==> config.mk <==
export PLATFORM = sky130hd
export DESIGN_NAME = timer_channel_status_irq
export DESIGN_NICKNAME = d
export VERILOG_FILES = /design/src/design/timer_status_pkg.sv /design/src/design/line_sync.sv /design/src/design/sticky_flag.sv /design/src/design/timer_channel_status_irq.sv
export SDC_FILE = /design/constraint.sdc
export NUM_CORES = 1
export LEC_CHECK = 0
export ABC_AREA = 0
export BUFFER_PORTS_ARGS = -buffer_cell sky130_fd_sc_hd__buf_2
export CELL_PAD_IN_SITES_DETAIL_PLACEMENT = 1
export CELL_PAD_IN_SITES_GLOBAL_PLACEMENT = 1
export CORE_MARGIN = 1
export CORE_UTILIZATION = 34
export DETAILED_ROUTE_END_ITERATION = 12
export GPL_ROUTABILITY_DRIVEN = 1
export GPL_TIMING_DRIVEN = 0
export PLACE_DENSITY = 0.88
export SETUP_SLACK_MARGIN = 0.02
export SLEW_MARGIN = 20
export SYNTH_ARGS = -nofsm -noshare
export SYNTH_HDL_FRONTEND = slang
export SYNTH_HIERARCHICAL = 1
export SYNTH_SLANG_ARGS = --single-unit
==> constraint.sdc <==
create_clock -name clk -period 1.72 [get_ports clk]
set_input_delay 0.086 -clock clk [delete_from_list [all_inputs] [get_ports clk]]
set_output_delay 0.086 -clock clk [all_outputs]
set_load 0.05 [all_outputs]
==> src/design/timer_status_pkg.sv <==
// Purpose: shared constants for the timer channel status and interrupt block
// Assumes: AXI4-Lite register access, 32-bit data, one aligned word per register
// Notes:   offsets are byte addresses

package timer_status_pkg;

  localparam int          ADDR_W        = 4;
  localparam int          DATA_W        = 32;
  localparam int          EVT_COUNT     = 8;

  localparam logic [3:0]  OFS_STATUS    = 4'h0;
  localparam logic [3:0]  OFS_IRQ_SET   = 4'h4;
  localparam logic [3:0]  OFS_IRQ_CLEAR = 4'h8;
  localparam logic [3:0]  OFS_IRQ_STATE = 4'hC;

  localparam int          BIT_OVERFLOW  = 0;
  localparam int          BIT_OVERRUN   = 1;
  localparam int          BIT_MATCH_A   = 2;
  localparam int          BIT_MATCH_B   = 3;
  localparam int          BIT_MATCH_C   = 4;
  localparam int          BIT_CAPTURE_A = 5;
  localparam int          BIT_CAPTURE_B = 6;
  localparam int          BIT_EXT_TRIG  = 7;
  localparam int          BIT_CLOCK_ON  = 16;
  localparam int          BIT_LINE_A    = 17;
  localparam int          BIT_LINE_B    = 18;

  localparam logic [7:0]  MASK_RESET    = 8'h00;
  localparam logic [1:0]  RESP_OKAY     = 2'h0;
  localparam logic [1:0]  RESP_SLVERR   = 2'h2;

endpackage

==> src/design/line_sync.sv <==
// Purpose: two-flop synchroniser for pin levels
// Assumes: inputs are asynchronous to clk
// Notes:   only the second stage may be read by other logic
`timescale 1ns/100ps

module line_sync #(
  parameter int WIDTH = 2
) (
  input  wire logic             clk,
  input  wire logic             reset,
  input  wire logic [WIDTH-1:0] pinLevel,
  output logic      [WIDTH-1:0] syncLevel
);

  logic [WIDTH-1:0] firstStage;

  always_ff @(posedge clk)
  begin
    if (reset)
    begin
      firstStage <= '0;
      syncLevel  <= '0;
    end
    else
    begin
      firstStage <= pinLevel;
      syncLevel  <= firstStage;
    end
  end

endmodule

==> src/design/sticky_flag.sv <==
// Purpose: one sticky event flag, set by hardware, cleared by a status read
// Assumes: set and clear are single-cycle strobes on clk
// Notes:   a set in the clearing cycle wins, so no event is lost
`timescale 1ns/100ps

module sticky_flag (
  input  wire logic clk,
  input  wire logic reset,
  input  wire logic setEvt,
  input  wire logic clearEvt,
  output logic      flag
);

  always_ff @(posedge clk)
  begin
    if (reset)
      flag <= 1'b0;
    else if (setEvt)
      flag <= 1'b1;
    else if (clearEvt)
      flag <= 1'b0;
  end

endmodule

==> src/design/timer_channel_status_irq.sv <==
// Purpose: status flags, interrupt mask and request of one timer channel
// Assumes: event strobes, mode and drive levels come from the counter core on clk;
//          io line pin levels are asynchronous
// Notes:   registers reached over AXI4-Lite, one write and one read at a time
//          flags are set from mode-qualified events and gated by the mode again on the way out
//
// Notes on behaviour
// overflow flag, bit 0, set on counter overflow, cleared by status read
// capture mode: bit 1 set when a hold register loads twice unread
// waveform mode: bit 2 set when counter equals hold_a
// waveform mode: bit 3 set when counter equals hold_b
// any mode: bit 4 set when counter equals hold_c, cleared by read
// capture mode: bit 5 set whenever hold_a is loaded
// capture mode: bit 6 set whenever hold_b is loaded
// bit 7 set on external trigger, cleared by status read
// bit 16 shows live counter clock enable, never cleared by reading
// bit 17 mirrors line A: sampled pin in capture, driven level in waveform
// bit 18 mirrors line B: sampled pin in capture, driven level in waveform
// ones written to enable register bits 0..7 set mask bits
// ones written to disable register bits 0..7 clear mask bits
// mask register reads enabled interrupts in bits 0..7
// waveform-select bit: zero is capture mode, one is waveform mode
// interrupt request high while any flag and its mask bit are set; irq counts only flags visible in the current mode, one cycle later
`timescale 1ns/100ps

module timer_channel_status_irq
  import timer_status_pkg::*;
#(
  parameter int EVENTS = timer_status_pkg::EVT_COUNT
) (
  input  wire logic                               clk,
  input  wire logic                               reset,
  // register bus
  input  wire logic [timer_status_pkg::ADDR_W-1:0] awaddr,
  input  wire logic                               awvalid,
  output logic                                    awready,
  input  wire logic [timer_status_pkg::DATA_W-1:0] wdata,
  input  wire logic [3:0]                         wstrb,
  input  wire logic                               wvalid,
  output logic                                    wready,
  output logic [1:0]                              bresp,
  output logic                                    bvalid,
  input  wire logic                               bready,
  input  wire logic [timer_status_pkg::ADDR_W-1:0] araddr,
  input  wire logic                               arvalid,
  output logic                                    arready,
  output logic [timer_status_pkg::DATA_W-1:0]      rdata,
  output logic [1:0]                              rresp,
  output logic                                    rvalid,
  input  wire logic                               rready,
  // counter core and io line pins
  input  wire logic                               waveMode,
  input  wire logic                               overflowEvt,
  input  wire logic                               matchAEvt,
  input  wire logic                               matchBEvt,
  input  wire logic                               matchCEvt,
  input  wire logic                               loadAEvt,
  input  wire logic                               loadBEvt,
  input  wire logic                               holdAReadEvt,
  input  wire logic                               holdBReadEvt,
  input  wire logic                               extTriggerEvt,
  input  wire logic                               clockEnabled,
  input  wire logic                               ioLineAPin,
  input  wire logic                               ioLineBPin,
  input  wire logic                               ioLineADrive,
  input  wire logic                               ioLineBDrive,
  // interrupt request
  output logic                                    irq
);

  import timer_status_pkg::*;

  logic [EVENTS-1:0] flags;
  logic [EVENTS-1:0] setVec;
  logic [EVENTS-1:0] visibleFlags;
  logic [EVENTS-1:0] irqMask;
  logic [1:0]        pinSync;
  logic              pendA;
  logic              pendB;
  logic              overrunEvt;
  logic              statusReadClr;
  logic              lineAMirror;
  logic              lineBMirror;
  logic              awHeld;
  logic              wHeld;
  logic [ADDR_W-1:0] awAddrHeld;
  logic [7:0]        wLowHeld;
  logic              wLowValid;
  logic              writeApply;
  logic              readAccept;
  logic              writeSet;
  logic              writeClear;
  logic [EVENTS-1:0] irqPending;
  logic [DATA_W-1:0] statusWord;
  logic [DATA_W-1:0] maskWord;

  // decode of mapped register words
  function automatic logic isMapped(input logic [ADDR_W-1:0] addr);
    isMapped = (addr == OFS_STATUS) || (addr == OFS_IRQ_SET) ||
               (addr == OFS_IRQ_CLEAR) || (addr == OFS_IRQ_STATE);
  endfunction

  // mode-qualified view of one flag vector
  function automatic logic [EVENTS-1:0] modeGate(
    input logic [EVENTS-1:0] raw,
    input logic              wave
  );
    logic [EVENTS-1:0] gated;
    gated = raw;
    if (wave)
    begin
      gated[BIT_OVERRUN]   = 1'b0;
      gated[BIT_CAPTURE_A] = 1'b0;
      gated[BIT_CAPTURE_B] = 1'b0;
    end
    else
    begin
      gated[BIT_MATCH_A] = 1'b0;
      gated[BIT_MATCH_B] = 1'b0;
    end
    modeGate = gated;
  endfunction

  // pin levels cross into clk before anything reads them
  line_sync #(
    .WIDTH (2)
  ) pinSyncInst (
    .clk       (clk),
    .reset     (reset),
    .pinLevel  ({ioLineBPin, ioLineAPin}),
    .syncLevel (pinSync)
  );

  // a hold register stays pending from its load until software reads it
  // a load in the reading cycle brings a new unread value, so pending stays
  always_ff @(posedge clk)
  begin
    if (reset)
      pendA <= 1'b0;
    else if (loadAEvt)
      pendA <= 1'b1;
    else if (holdAReadEvt)
      pendA <= 1'b0;
  end

  always_ff @(posedge clk)
  begin
    if (reset)
      pendB <= 1'b0;
    else if (loadBEvt)
      pendB <= 1'b1;
    else if (holdBReadEvt)
      pendB <= 1'b0;
  end

  // a second load while pending, with no read in that cycle, is an overrun
  always_comb
  begin
    overrunEvt = (loadAEvt && pendA && !holdAReadEvt) ||
                 (loadBEvt && pendB && !holdBReadEvt);
  end

  // event sources; overrun, match A/B and capture A/B qualified by the waveform-select bit
  always_comb
  begin
    setVec                = '0;
    setVec[BIT_OVERFLOW]  = overflowEvt;
    setVec[BIT_OVERRUN]   = !waveMode && overrunEvt;
    setVec[BIT_MATCH_A]   = waveMode && matchAEvt;
    setVec[BIT_MATCH_B]   = waveMode && matchBEvt;
    setVec[BIT_MATCH_C]   = matchCEvt;
    setVec[BIT_CAPTURE_A] = !waveMode && loadAEvt;
    setVec[BIT_CAPTURE_B] = !waveMode && loadBEvt;
    setVec[BIT_EXT_TRIG]  = extTriggerEvt;
  end

  assign statusReadClr = readAccept && (araddr == OFS_STATUS);

  // one sticky flag per event; a read clears, a same-cycle event wins
  for (genvar i = 0; i < EVENTS; i++)
  begin : flagGen
    sticky_flag flagInst (
      .clk      (clk),
      .reset    (reset),
      .setEvt   (setVec[i]),
      .clearEvt (statusReadClr),
      .flag     (flags[i])
    );
  end

  assign visibleFlags = modeGate(flags, waveMode);

  // capture mode shows the sampled pin, waveform mode the driven level
  always_comb
  begin
    lineAMirror = waveMode ? ioLineADrive : pinSync[0];
    lineBMirror = waveMode ? ioLineBDrive : pinSync[1];
  end

  // status word as software sees it, mode gating already applied
  always_comb
  begin
    statusWord               = '0;
    statusWord[EVENTS-1:0]   = visibleFlags;
    statusWord[BIT_CLOCK_ON] = clockEnabled;
    statusWord[BIT_LINE_A]   = lineAMirror;
    statusWord[BIT_LINE_B]   = lineBMirror;
  end

  // enabled interrupts in the same layout as the flags
  always_comb
  begin
    maskWord             = '0;
    maskWord[EVENTS-1:0] = irqMask;
  end

  // write address channel
  // ready returns only after the response is taken: one write in flight
  always_ff @(posedge clk)
  begin
    if (reset)
    begin
      awready    <= 1'b0;
      awHeld     <= 1'b0;
      awAddrHeld <= '0;
    end
    else if (awvalid && awready)
    begin
      awready    <= 1'b0;
      awHeld     <= 1'b1;
      awAddrHeld <= awaddr;
    end
    else if (writeApply)
      awHeld <= 1'b0;
    else if (!awHeld && !bvalid)
      awready <= 1'b1;
  end

  // write data channel; only byte lane 0 carries mask bits
  // wready follows the same rule as awready, so either may be taken first
  always_ff @(posedge clk)
  begin
    if (reset)
    begin
      wready    <= 1'b0;
      wHeld     <= 1'b0;
      wLowHeld  <= '0;
      wLowValid <= 1'b0;
    end
    else if (wvalid && wready)
    begin
      wready    <= 1'b0;
      wHeld     <= 1'b1;
      wLowHeld  <= wdata[7:0];
      wLowValid <= wstrb[0];
    end
    else if (writeApply)
      wHeld <= 1'b0;
    else if (!wHeld && !bvalid)
      wready <= 1'b1;
  end

  assign writeApply = awHeld && wHeld && !bvalid;

  // write response
  // an unmapped word is answered with an error and has no effect
  always_ff @(posedge clk)
  begin
    if (reset)
    begin
      bvalid <= 1'b0;
      bresp  <= RESP_OKAY;
    end
    else if (writeApply)
    begin
      bvalid <= 1'b1;
      bresp  <= isMapped(awAddrHeld) ? RESP_OKAY : RESP_SLVERR;
    end
    else if (bvalid && bready)
      bvalid <= 1'b0;
  end

  // a write with byte lane 0 off changes nothing but is still answered
  assign writeSet   = writeApply && wLowValid && (awAddrHeld == OFS_IRQ_SET);
  assign writeClear = writeApply && wLowValid && (awAddrHeld == OFS_IRQ_CLEAR);

  // interrupt mask: set and clear registers act on ones only
  always_ff @(posedge clk)
  begin
    if (reset)
      irqMask <= MASK_RESET;
    else if (writeSet)
      irqMask <= irqMask | wLowHeld;
    else if (writeClear)
      irqMask <= irqMask & ~wLowHeld;
  end

  // read address and data channels
  // arready returns a cycle after the response, so reads come two cycles apart
  assign readAccept = arvalid && arready;

  always_ff @(posedge clk)
  begin
    if (reset)
    begin
      arready <= 1'b0;
      rvalid  <= 1'b0;
      rresp   <= RESP_OKAY;
      rdata   <= '0;
    end
    else if (readAccept)
    begin
      arready <= 1'b0;
      rvalid  <= 1'b1;
      rresp   <= isMapped(araddr) ? RESP_OKAY : RESP_SLVERR;
      rdata   <= '0;
      unique case (araddr)
        OFS_STATUS:
          rdata <= statusWord;
        OFS_IRQ_STATE:
          rdata <= maskWord;
        default:
          rdata <= '0;
      endcase
    end
    else if (rvalid && rready)
    begin
      rvalid  <= 1'b0;
      arready <= 1'b1;
    end
    else if (!rvalid)
      arready <= 1'b1;
  end

  // events both flagged in the current mode and enabled
  assign irqPending = visibleFlags & irqMask;

  // request from the mode-qualified flags under the mask
  always_ff @(posedge clk)
  begin
    if (reset)
      irq <= 1'b0;
    else
      irq <= |irqPending;
  end

endmodule

# == After elaboration in Yosys (flattened, before gate mapping) ==
# Cells that the tools add are included.
# classes
eq_ne,7
n_bitwise,5
mux,32
n_reduce_logical,58
# ops
cell,count
$pmux 19 s2,1
$reduce_bool 2->1,15
$mux 1,25
$logic_and 1x1->1,22
$and 8x8->8,2
$eq 4x4->1 const B,4
$mux 8,2
$eq 4x3->1 const B,2
$logic_not 4->1,2
$mux 2,4
$not 8->8,1
$or 8x8->8,1
$reduce_or 8->1,1
$logic_or 1x1->1,7
$logic_not 1->1,6
$reduce_or 2->1,3
$reduce_and 2->1,2
$ne 2x1->1 const B,1
$not 1->1,1
# word_totals
output_inout_bits,42
inputBits,66
regBits,79

# == Longest topological paths before layout ==
# Gate-level depths: netlist of the first run.
# depth
depth_word,6
mapped_depth,5
depth_no_buf,4

# == By module ==
# Netlist of the first run, hierarchy kept.
# by_module_without_submodules
module,n_inst,cells_each,seq_area_each_um2,area_per_inst_um2
timer_channel_status_irq,1,219,880.8,1980.6
sticky_flag,8,4,20.0,38.8
line_sync,1,8,80.1,105.1

# == Worst setup path before layout of the first run ==
# Ideal clock, no wire load.
# synth_timing
kind,flip-flop to flip-flop
from,reg arready
to,reg flagGen[1].flagInst.flag
setup_ps,113
n_path_buf,0
t_required_ps,1607
t_arrival_ps,1490
path_stages_with_launch,5
setup_slack_ps,116
path_cell_list,dfxtp_1 -> nand2_1 -> nor2_1 -> nand2b_1 -> a21oi_2
# synth_between
elab_chain_cells,3
# synth_lines
item,line_no,source
from (decl),timer_channel_status_irq.sv:46,"output logic arready,"
from (signal assigned),timer_channel_status_irq.sv:306,arready <= 1'b0;
from (signal assigned),timer_channel_status_irq.sv:313,arready <= 1'b0;
from (signal assigned),timer_channel_status_irq.sv:329,arready <= 1'b1;
$logic_and 1x1->1,timer_channel_status_irq.sv:300,assign readAccept = arvalid && arready;
$logic_and 1x1->1,timer_channel_status_irq.sv:177,assign statusReadClr = readAccept && (araddr == OFS_STATUS);
via statusReadClr,timer_channel_status_irq.sv:81,logic statusReadClr;
$reduce_bool 2->1 (no line),n/a,
to (signal assigned),sticky_flag.sv:17,flag <= 1'b0;
to (signal assigned),sticky_flag.sv:19,flag <= 1'b1;
to (signal assigned),sticky_flag.sv:21,flag <= 1'b0;
to (decl),sticky_flag.sv:11,output logic flag
# The timed path passes the listed nets, and every way through them passes these cells.
# A chain may end at the register's enable or synchronous reset.

==> impl_results.md, run 1 <==
* Clock Tree Root: clkbuf_8
* Worst slew pin tran at 659 ps
* Crit-path slowest cell: nor4b_4
* Worst-path maximum fanout at 9
* Switching pwr at 779 uW
* DRT Pass-1 Iters at 4
* CP arrival at 1750 ps
* Crit path cell chain: nor4b_4 > and4_1 > buf_4 > a211oi_1
* Hold_sp: matchCEvt
* Fill cells at 846
* Fin area at 3070 um2
* Peak VDD IR at 0.000267 V
* DP Area at 2880 um2
* Worst-path clk slew at 100 ps
* RSZ-0062 raised after global routing: no
* #FFs+latches synth at 56
* Critical Path Start: bvalid
* Logic gate share of total power at 17.6%
* Register area share after synthesis at 46.8%
* DRT antenna net count at 0
* Clock power share at 27.8%
* Register area at 1120 um2
* Share of cells above drive strength 1 at 31.5%
* Largest net degree at the start of global routing at 17
* Hold-critical path depth at 3
* Area contributors post-synth: dfxtp_1 47%, buf_4 7.5%, a21oi_1 5.2%, nand2_1 4.5%, a21oi_2 2.9%
* RePlAce Congestion at 0.839
* CP required at 1910 ps
* Hpwl dp at 4640 um
* Final hold vios at 0
* Total number of vias at 2,133
* Wire length after detailed routing at 6180 um
* Most common cell in the netlist: dfxtp_1
* # rows at 30
* Status: complete, no violations
* Avg WL per Cell at 13.7 um
* Ys Warns at 6
* Asr flop ratio synth at 0%
* Internal at 1.78 mW
* Die width at 85.9 um
* Final worst-path cycle share at 90.4%
* Clock sinks at 56
* Num ports at 108
* Area grow syn2layout at 27.9%
* Yosys top cell area share at 46.8%
* Crit-path max cell delay at 520 ps
* Ant diodes at 0
* DRT iter0 DRCs at 55
* Mapped Area at 2400 um2
* Minimum clock period at 1560 ps
* Grt met1 use at 20.5%
* CTS tree: yes
* Final Total Pwr at 2.56 mW
* Post-synth top cells: 56 x dfxtp_1, 29 x nand2_1, 25 x a21oi_1, 24 x buf_4, 12 x inv_1
* Pwr dens at 834 nW/um2
* First-pass GRT wire length at 9830 um
* Synth Flop Type: dfxtp_1
* R2R cell count at 4
* Flop-to-flop setup slack at 160 ps
* Layout Nets at 421
* Final setup skew at 10.5 ps
* Switch share at 30.4%
* Clock Path Buffers at 2
* Fmax at 643 MHz
* Skew-Pair Late Insertion Delay at 320 ps
* Max_cap viols at 0
* Area leader, netlist: dfxtp_1
* WHS Endpoint: flagGen[4].flagInst/flag
* Die area at 7390 um2
* Fin cells at 451
* Synth Instances at 259
* Die Span Y at 85.9 um
* Remaining Overflow, GRT at 0
* Global Route met3 Usage at 2.98%
* Met2 Usage GRT at 30.4%
* CP Launch Type: flip-flop
* Rel. slew slack at 56.1%
* Gr busiest metal: met2
* Post-synth cell types at 43
* Starting Density at 35.3%
* Reg2reg start: bvalid
* Total GRT Usage at 17.2%
* Multi-input gate area at 1100 um2
* Maximum level of the CTS H-tree at 2
* Number of synthesized flops with an enable pin at 0
* Final setup violation count at 0
* Buffers on Ports at 57
* Number of global-route vias before repair at 2,070
* Core area at 6790 um2
* Avg Inst Size Synth at 9.25 um2
* Inst Count DP at 434
* HP Class: in2reg
* CTS Buf Count at 5
* Slew Limit Fails at 0
* Post-DR vias/cell at 4.73
* CP endpoint kind: flip-flop
* Initial antenna violation count at 0
* Part of the power in registers at 54.6%
* Setup TNS at 0 ps
* Kind of critical path: reg2reg
* Final Util at 45.1%
* DRC at 0
* Leakage at 1.33 nW
==> worst max path at each step <==
stage,endpoint,slack [ps],cells after the start
after floorplan,flagGen[1].flagInst/flag,120,4
after global placement,pendA,170,4
after detailed placement,wLowHeld[0],140,4
after CTS,flip-flop,170,4
after global routing,flip-flop,30,4
final,flip-flop,160,4
==> power groups by stage <==
stage | combinational, mW | clock (mW) | sequential (mW)
6_report | 0.451 | 0.711 | 1.40
5_1_grt | 0.488 | 0.774 | 1.40
4_1_cts | 0.452 | 0.723 | 1.40
3_5_place_dp | 0.434 | 0 | 1.43
3_3_place_gp | 0.424 | 0 | 1.42
2_1_floorplan | 0.280 | 0 | 1.46
==> worst max-delay path, delay by kind of cell, from the launching register on <==
kind | cells | cell delay [ps]
and+or+nand+nor | 2 | 790
DFF | 1 | 410
buffers and inverters | 1 | 150
AOI/OAI and AO/OA | 1 | 80
==> logic make-up (layout without fill, tap and decap cells) <==
family / count (synthesis) / in the layout / synth area share (%)
muxes: 2 / 2 / 0.940
DFF: 56 / 56 / 46.8
AOI/OAI and AO/OA: 68 / 68 / 19.8
and+or+nand+nor: 88 / 88 / 21.6
buffers and inverters: 44 / 118 / 10.7
other: 1 / 23 / 0.157
==> cells in the final DEF, fill, tap and decap left out, types with 2 or more instances in the layout <==
| master | count |
|---|---|
| buf_2 | 58 |
| dfxtp_1 | 56 |
| nand2_1 | 29 |
| a21oi_1 | 25 |
| buf_4 | 24 |
| conb_1 | 23 |
| inv_1 | 12 |
| nand2b_1 | 10 |
| dlygate4sd3_1 | 10 |
| nor2b_1 | 9 |
| a31oi_1 | 9 |
| a211oi_1 | 8 |
| a21oi_2 | 8 |
| nand3_1 | 7 |
| nor2_1 | 6 |
| nor3_1 | 5 |
| clkbuf_8 | 5 |
| buf_1 | 4 |
| and2_1 | 4 |
| and3_1 | 4 |
| a32o_1 | 3 |
| clkbuf_1 | 3 |
| a221o_2 | 3 |
| nand3b_1 | 2 |
| mux2_2 | 2 |
| a221o_1 | 2 |
| and3_2 | 2 |
| a31o_2 | 2 |
| o21ai_0 | 2 |
==> timing repair <==
action                    in CTS  in global routing
setup buffers                  0                  0
hold endpoints to repair      10                  0
hold buffers                  10                  0
resized for setup              0                  0
==> metrics by stage <==
step	hold slack, ps	worst slack, ps
floorplan	148	116
global placement	305	172
detailed placement	307	140
CTS	0.643	166
global route	7.22	26.9
finish	3.97	164
==> layout make-up <==
type,instances,share of cell area (%)
Sequential cell,56,36.6
Buffer,32,6.90
Timing Repair Buffer,67,12.6
Inverter,12,1.47
Multi-Input combinational cell,181,35.9
Clock buffer,5,2.24
Tap cell,96,3.92
Clock inverter,2,0.408
==> layer usage <==
metal	vias to the layer above	wire length, um
met5	-	0
met4	0	87
met3	9	288
met2	64	3090
met1	999	2710
li1	1061	-
(Power assumes the default switching activity.)
==> run 2, diff against run 1 <==
Settings changed: RECOVER_POWER from default to 100.
==> run 2 against run 1 <==
  * Hold slack better by 2.2 ps
  * Clock skew hardly changed
  * Flip-flop and latch count stayed put
  * Critical path type unchanged
  * Cell count stayed put
  * Via count is 0.14% higher
  * Clock-buffer cell count stayed put
  * Largest cell class unchanged
  * Maximum frequency is 0.41% higher
  * Clock power hardly changed
  * Final area is 1.3% lower
  * Global-route usage stayed put
  * Wire length is 0.29% higher
==> impl_results.md, run 2 (same netlist as run 1, synthesis figures left out) <==
* Clock Tree Root: clkbuf_8 (unchanged)
* Final Total Pwr at 2.55 mW (was 2.56 mW)
* Total GRT Usage at 17.2% (unchanged)
* Initial antenna violation count at 0 (unchanged)
* Layout Nets at 421 (unchanged)
* Die Span Y at 85.9 um (unchanged)
* Post-CTS sizing at 0 (unchanged)
* Hold_sp: loadBEvt (was matchCEvt)
* Core area at 6790 um2 (unchanged)
* Final worst-path cycle share at 90.1% (was 90.4%)
* CP Launch Type: flip-flop (unchanged)
* Pwr dens at 843 nW/um2 (was 834 nW/um2)
* CP arrival at 1740 ps (was 1750 ps)
* Commonest non-fill, non-tap cells in the layout: 56 x dfxtp_1, 38 x buf_2, 29 x nand2_1, 29 x a21oi_1 (was 58 x buf_2, 56 x dfxtp_1, 29 x nand2_1)
* R2R cell count at 4 (unchanged)
* Multi-input gate area at 1090 um2 (was 1100 um2)
* Crit-path slowest cell: nor4b_4 (unchanged)
* CP required at 1910 ps (about the same)
* Grt met1 use at 20.5% (unchanged)
* Die width at 85.9 um (unchanged)
* Hpwl dp at 4640 um (unchanged)
* Worst-path clk slew at 100 ps (about the same)
* Hold-critical path depth at 2 (was 3)
* Final hold vios at 0 (unchanged)
* Num ports at 108 (unchanged)
* Fmax at 645 MHz (was 643 MHz)
* Remaining Overflow, GRT at 0 (unchanged)
* DRC at 0 (unchanged)
* First-pass GRT wire length at 9830 um (unchanged)
* Critical path's top delay family: simple AND/OR/NAND/NOR gates (unchanged)
* Buffers on Ports at 57 (unchanged)
* Area grow syn2layout at 26.3% (was 27.9%)
* Avg WL per Cell at 13.7 um (about the same)
* Inst Count DP at 434 (unchanged)
* # rows at 30 (unchanged)
* Fin cells at 451 (unchanged)
* CTS tree: yes (unchanged)
* Leakage at 1.25 nW (was 1.33 nW)
* CTS Buf Count at 5 (unchanged)
* Skew-Pair Late Insertion Delay at 320 ps (about the same)
* Worst slew pin tran at 663 ps (was 659 ps)
* CP bufs+invs at 1 (unchanged)
* Peak VDD IR at 0.000264 V (was 0.000267 V)
* Die area at 7390 um2 (unchanged)
* Final setup violation count at 0 (unchanged)
* CP endpoint kind: flip-flop (unchanged)
* Met2 Usage GRT at 30.4% (unchanged)
* Commonest non-fill, non-tap cell in the layout: dfxtp_1 (was buf_2)
* Crit-path max cell delay at 520 ps (about the same)
* Ant diodes at 0 (unchanged)
* Reg2reg start: bvalid (unchanged)
* Wire length after detailed routing at 6200 um (was 6180 um)
* WHS Endpoint: pendB (was flagGen[4].flagInst/flag)
* Max_cap viols at 0 (unchanged)
* Final Util at 44.5% (was 45.1%)
* Worst-path maximum fanout at 9 (unchanged)
* Setup TNS at 0 ps (unchanged)
* Maximum level of the CTS H-tree at 2 (unchanged)
* Share of cells above drive strength 1 at 25.1% (was 31.5%)
* Global Route met3 Usage at 2.98% (unchanged)
* Setup bufs post-CTS at 0 (unchanged)
* Post-DR vias/cell at 4.74 (was 4.73)
* Minimum clock period at 1550 ps (was 1560 ps)
* Clock Path Buffers at 2 (unchanged)
* Crit path cell chain: nor4b_4 > and4_1 > buf_4 > a211oi_1 (unchanged)
* Largest net degree at the start of global routing at 17 (unchanged)
* DRT iter0 DRCs at 55 (unchanged)
* Register area at 1120 um2 (unchanged)
* RSZ-0062 raised after global routing: no (unchanged)
* Total number of vias at 2,136 (was 2,133)
* Kind of critical path: reg2reg (unchanged)
* DRT Pass-1 Iters at 4 (unchanged)
* Gr busiest metal: met2 (unchanged)
* Slew Limit Fails at 0 (unchanged)
* Final setup skew at 10.1 ps (was 10.5 ps)
* HP Class: in2reg (unchanged)
* Status: complete, no violations (unchanged)
* RePlAce Congestion at 0.839 (unchanged)
* Number of global-route vias before repair at 2,070 (unchanged)
* Rel. slew slack at 55.8% (was 56.1%)
* Flop-to-flop setup slack at 170 ps (was 160 ps)
* Fill cells at 850 (was 846)
* DRT antenna net count at 0 (unchanged)
* Starting Density at 35.3% (unchanged)
* Clock sinks at 56 (unchanged)
## run 2: cell count changes in the layout (fill, tap and decap cells not counted), sizes merged
cell    delta
clkbuf    +22
buf       -22
## run 2: worst register-to-register path, cell delays in order (launching register included)
cell	delay (ps)
dfxtp_1	400
nor4b_4	520
and4_1	270
buf_4	150
a211oi_1	80
## run 2: per-stage QoR
stage	instance area (um2)	setup slack [ps]	hold slack, ps
2_1_floorplan	2480	116	148
3_3_place_gp	2880	172	305
3_5_place_dp	2880	140	307
4_1_cts	3070	166	0.643
5_1_grt	3030	30.8	7.22
6_report	3030	171	6.22
## run 2: timing repair
action / CTS / global route
hold buffers: 10 / 0
endpoints found under the setup margin: 0 / 0
hold endpoints to repair: 10 / 0
## run 2: cell type report
class	count	area share, %
Clock inverter	2	0.413
Clock buffer	5	2.27
Timing Repair Buffer	67	11.9
Tap cell	96	3.97
Multi-Input combinational cell	181	35.9
Sequential cell	56	37.0
Inverter	12	1.49
Buffer	32	6.99
## run 2: metal layers
metal	part of all wire (%)	wire length, um
met5	0	0
met4	2.1	128
met3	4.9	305
met2	50	3090
met1	43	2680
## run 2: how the worst max path moves through the flow
stage,endpoint,cells past startpoint,startpoint
floorplan,flagGen[1].flagInst/flag,4,arready
global placement,pendA,4,reset
detailed placement,wLowHeld[0],4,reset
CTS,flip-flop,4,bvalid
global route,flip-flop,4,bvalid
finish,flip-flop,4,bvalid
## run 2: where the power goes
part / total, mW / internal (mW) / switching, mW
registers: 1.40 / 1.35 / 0.0472
logic: 0.443 / 0.148 / 0.295
clock network: 0.713 / 0.277 / 0.435
total: 2.55 / 1.77 / 0.778
==> run 3, diff against run 2 <==
Settings changed: PLACE_DENSITY 0.88 to default, PLACE_DENSITY_LB_ADDON from default to 0.1, SLEW_MARGIN 20 to default.
==> run 3 against run 2 <==
  * Combinational power decreased by 2%
  * Clock skew fell by 2.4 ps
  * Highest routed layer unchanged
  * Wire length shrank 6.1%
==> impl_results.md, run 3 (same netlist as run 1, synthesis figures left out) <==
* Die width at 85.9 um (unchanged)
* First-pass GRT wire length at 9510 um (was 9830 um)
* Setup TNS at 0 ps (unchanged)
* Met3 wire len at 248 um (was 305 um)
* Metal-1 WL at 2640 um (was 2680 um)
* Starting Density at 35.3% (unchanged)
* DP Area at 2880 um2 (unchanged)
* Post-CTS sizing at 0 (unchanged)
* Fill cells at 847 (was 850)
* CTS Buf Count at 5 (unchanged)
* Final worst-path cycle share at 90.3% (was 90.1%)
* Leakage at 1.25 nW (about the same)
* DRC at 0 (unchanged)
* Crit path cell chain: nor4b_4 > and4_1 > buf_4 > a211oi_1 (unchanged)
* Final setup violation count at 0 (unchanged)
* Final Util at 44.4% (was 44.5%)
* Crit-path slowest cell: nor4b_4 (unchanged)
* Commonest non-fill, non-tap cells in the layout: 56 x dfxtp_1, 38 x buf_2, 29 x nand2_1 (was 56 x dfxtp_1, 38 x buf_2, 29 x nand2_1, 29 x a21oi_1)
* # rows at 30 (unchanged)
* Hpwl dp at 4420 um (was 4640 um)
* Max_cap viols at 0 (unchanged)
* Area grow syn2layout at 25.8% (was 26.3%)
* Maximum level of the CTS H-tree at 2 (unchanged)
* Commonest non-fill, non-tap cell in the layout: dfxtp_1 (unchanged)
* Pwr dens at 934 nW/um2 (was 843 nW/um2)
* Die area at 7390 um2 (unchanged)
* Multi-input gate area at 1100 um2 (was 1090 um2)
* Final setup skew at 7.66 ps (was 10.1 ps)
* Avg WL per Cell at 13.1 um (was 13.7 um)
* Rel. slew slack at 53.8% (was 55.8%)
* Fin cells at 444 (was 451)
* Flop-to-flop setup slack at 170 ps (about the same)
* Largest net degree at the start of global routing at 17 (unchanged)
* Top sig layer: met4 (unchanged)
* Share of cells above drive strength 1 at 26.1% (was 25.1%)
* CP endpoint kind: flip-flop (unchanged)
* Inst Count DP at 434 (unchanged)
* Die Span Y at 85.9 um (unchanged)
* Total number of vias at 2,050 (was 2,136)
* Num ports at 108 (unchanged)
* DRT iter0 DRCs at 40 (was 55)
* WL met2 at 2860 um (was 3090 um)
* Remaining Overflow, GRT at 0 (unchanged)
* Clock sinks at 56 (unchanged)
* CP arrival at 1720 ps (was 1740 ps)
* Fmax at 644 MHz (was 645 MHz)
* HP Class: in2reg (unchanged)
* CTS tree: yes (unchanged)
* Core area at 6790 um2 (unchanged)
* Fin area at 3010 um2 (was 3030 um2)
* Layout Nets at 414 (was 421)
* Slew Limit Fails at 0 (unchanged)
* CP Launch Type: flip-flop (unchanged)
* Clock Path Buffers at 2 (unchanged)
* Skew-Pair Late Insertion Delay at 310 ps (was 320 ps)
* Ant diodes at 0 (unchanged)
* DRT Pass-1 Iters at 4 (unchanged)
* Minimum clock period at 1550 ps (about the same)
* CP required at 1890 ps (was 1910 ps)
* Total GRT Usage at 16.6% (was 17.2%)
* Status: complete, no violations (unchanged)
* Worst slew pin tran at 693 ps (was 663 ps)
* RePlAce Congestion at 0.742 (was 0.839)
* Buffers on Ports at 57 (unchanged)
* Register area at 1120 um2 (unchanged)
* Worst-path clk slew at 100 ps (about the same)
* Final hold vios at 0 (unchanged)
* Number of global-route vias before repair at 1,979 (was 2,070)
* Worst-path maximum fanout at 9 (unchanged)
* Initial antenna violation count at 0 (unchanged)
* Peak VDD IR at 0.000493 V (was 0.000264 V)
* Clock Tree Root: clkbuf_8 (unchanged)
* Post-DR vias/cell at 4.62 (was 4.74)
* Kind of critical path: reg2reg (unchanged)
* Wire length after detailed routing at 5820 um (was 6200 um)
* Crit-path max cell delay at 500 ps (was 520 ps)
* RSZ-0062 raised after global routing: no (unchanged)
* DRT antenna net count at 0 (unchanged)
==> run 3: worst max-delay path, delay by kind of cell (launching register included) <==
| family | cells | cell delay, ps |
|---|---|---|
| AND/OR/NAND/NOR | 2 | 770 |
| flip-flops | 1 | 410 |
| AO/OA/AOI/OAI | 1 | 80 |
| buffers and inverters | 1 | 150 |
==> run 3: metrics by stage <==
stage | power (mW) | setup slack (ps) | hold slack (ps)
finish | 2.82 | 166 | 3.88
global route | 2.95 | 28.3 | 2.56
CTS | 2.85 | 132 | 0.0908
detailed placement | 1.86 | 106 | 306
global placement | 1.85 | 112 | 296
floorplan | 1.74 | 116 | 148
==> run 3: cell type report <==
type | instances | area share [%]
flip-flops and latches | 56 | 37.2
multi-input cells | 181 | 36.4
repair buffers | 60 | 9.67
plain buffers | 32 | 6.97
well taps | 96 | 3.99
clock buffers | 5 | 2.28
clock inverters | 2 | 1.99
inverters | 12 | 1.49
==> run 3: final timing paths <==
check | start | endpoint | cells after the start
max reg2reg | wHeld | flip-flop | 4
min | wdata[2] | wLowHeld[2] | 3
min reg2reg | pinSyncInst/firstStage[1] | pinSyncInst/syncLevel[1] | 1
max | wHeld | flip-flop | 4
==> run 3: repair_timing <==
item	in CTS	in global routing
setup endpoints to repair	0	0
hold buffers	3	0
hold endpoints to repair	3	0
setup buffers	0	0
==> run 3: per-layer routing <==
metal	GRT usage (%)	up-vias
met4	5.00	0
met1	19.7	955
met3	3.37	7
met2	29.9	46
li1	-	1042
met5	0	-
==> run 3: power breakdown <==
part           switching [mW]  internal, mW
clock network           0.417         0.573
logic                   0.293         0.139
registers              0.0462          1.35
total                   0.756          2.06
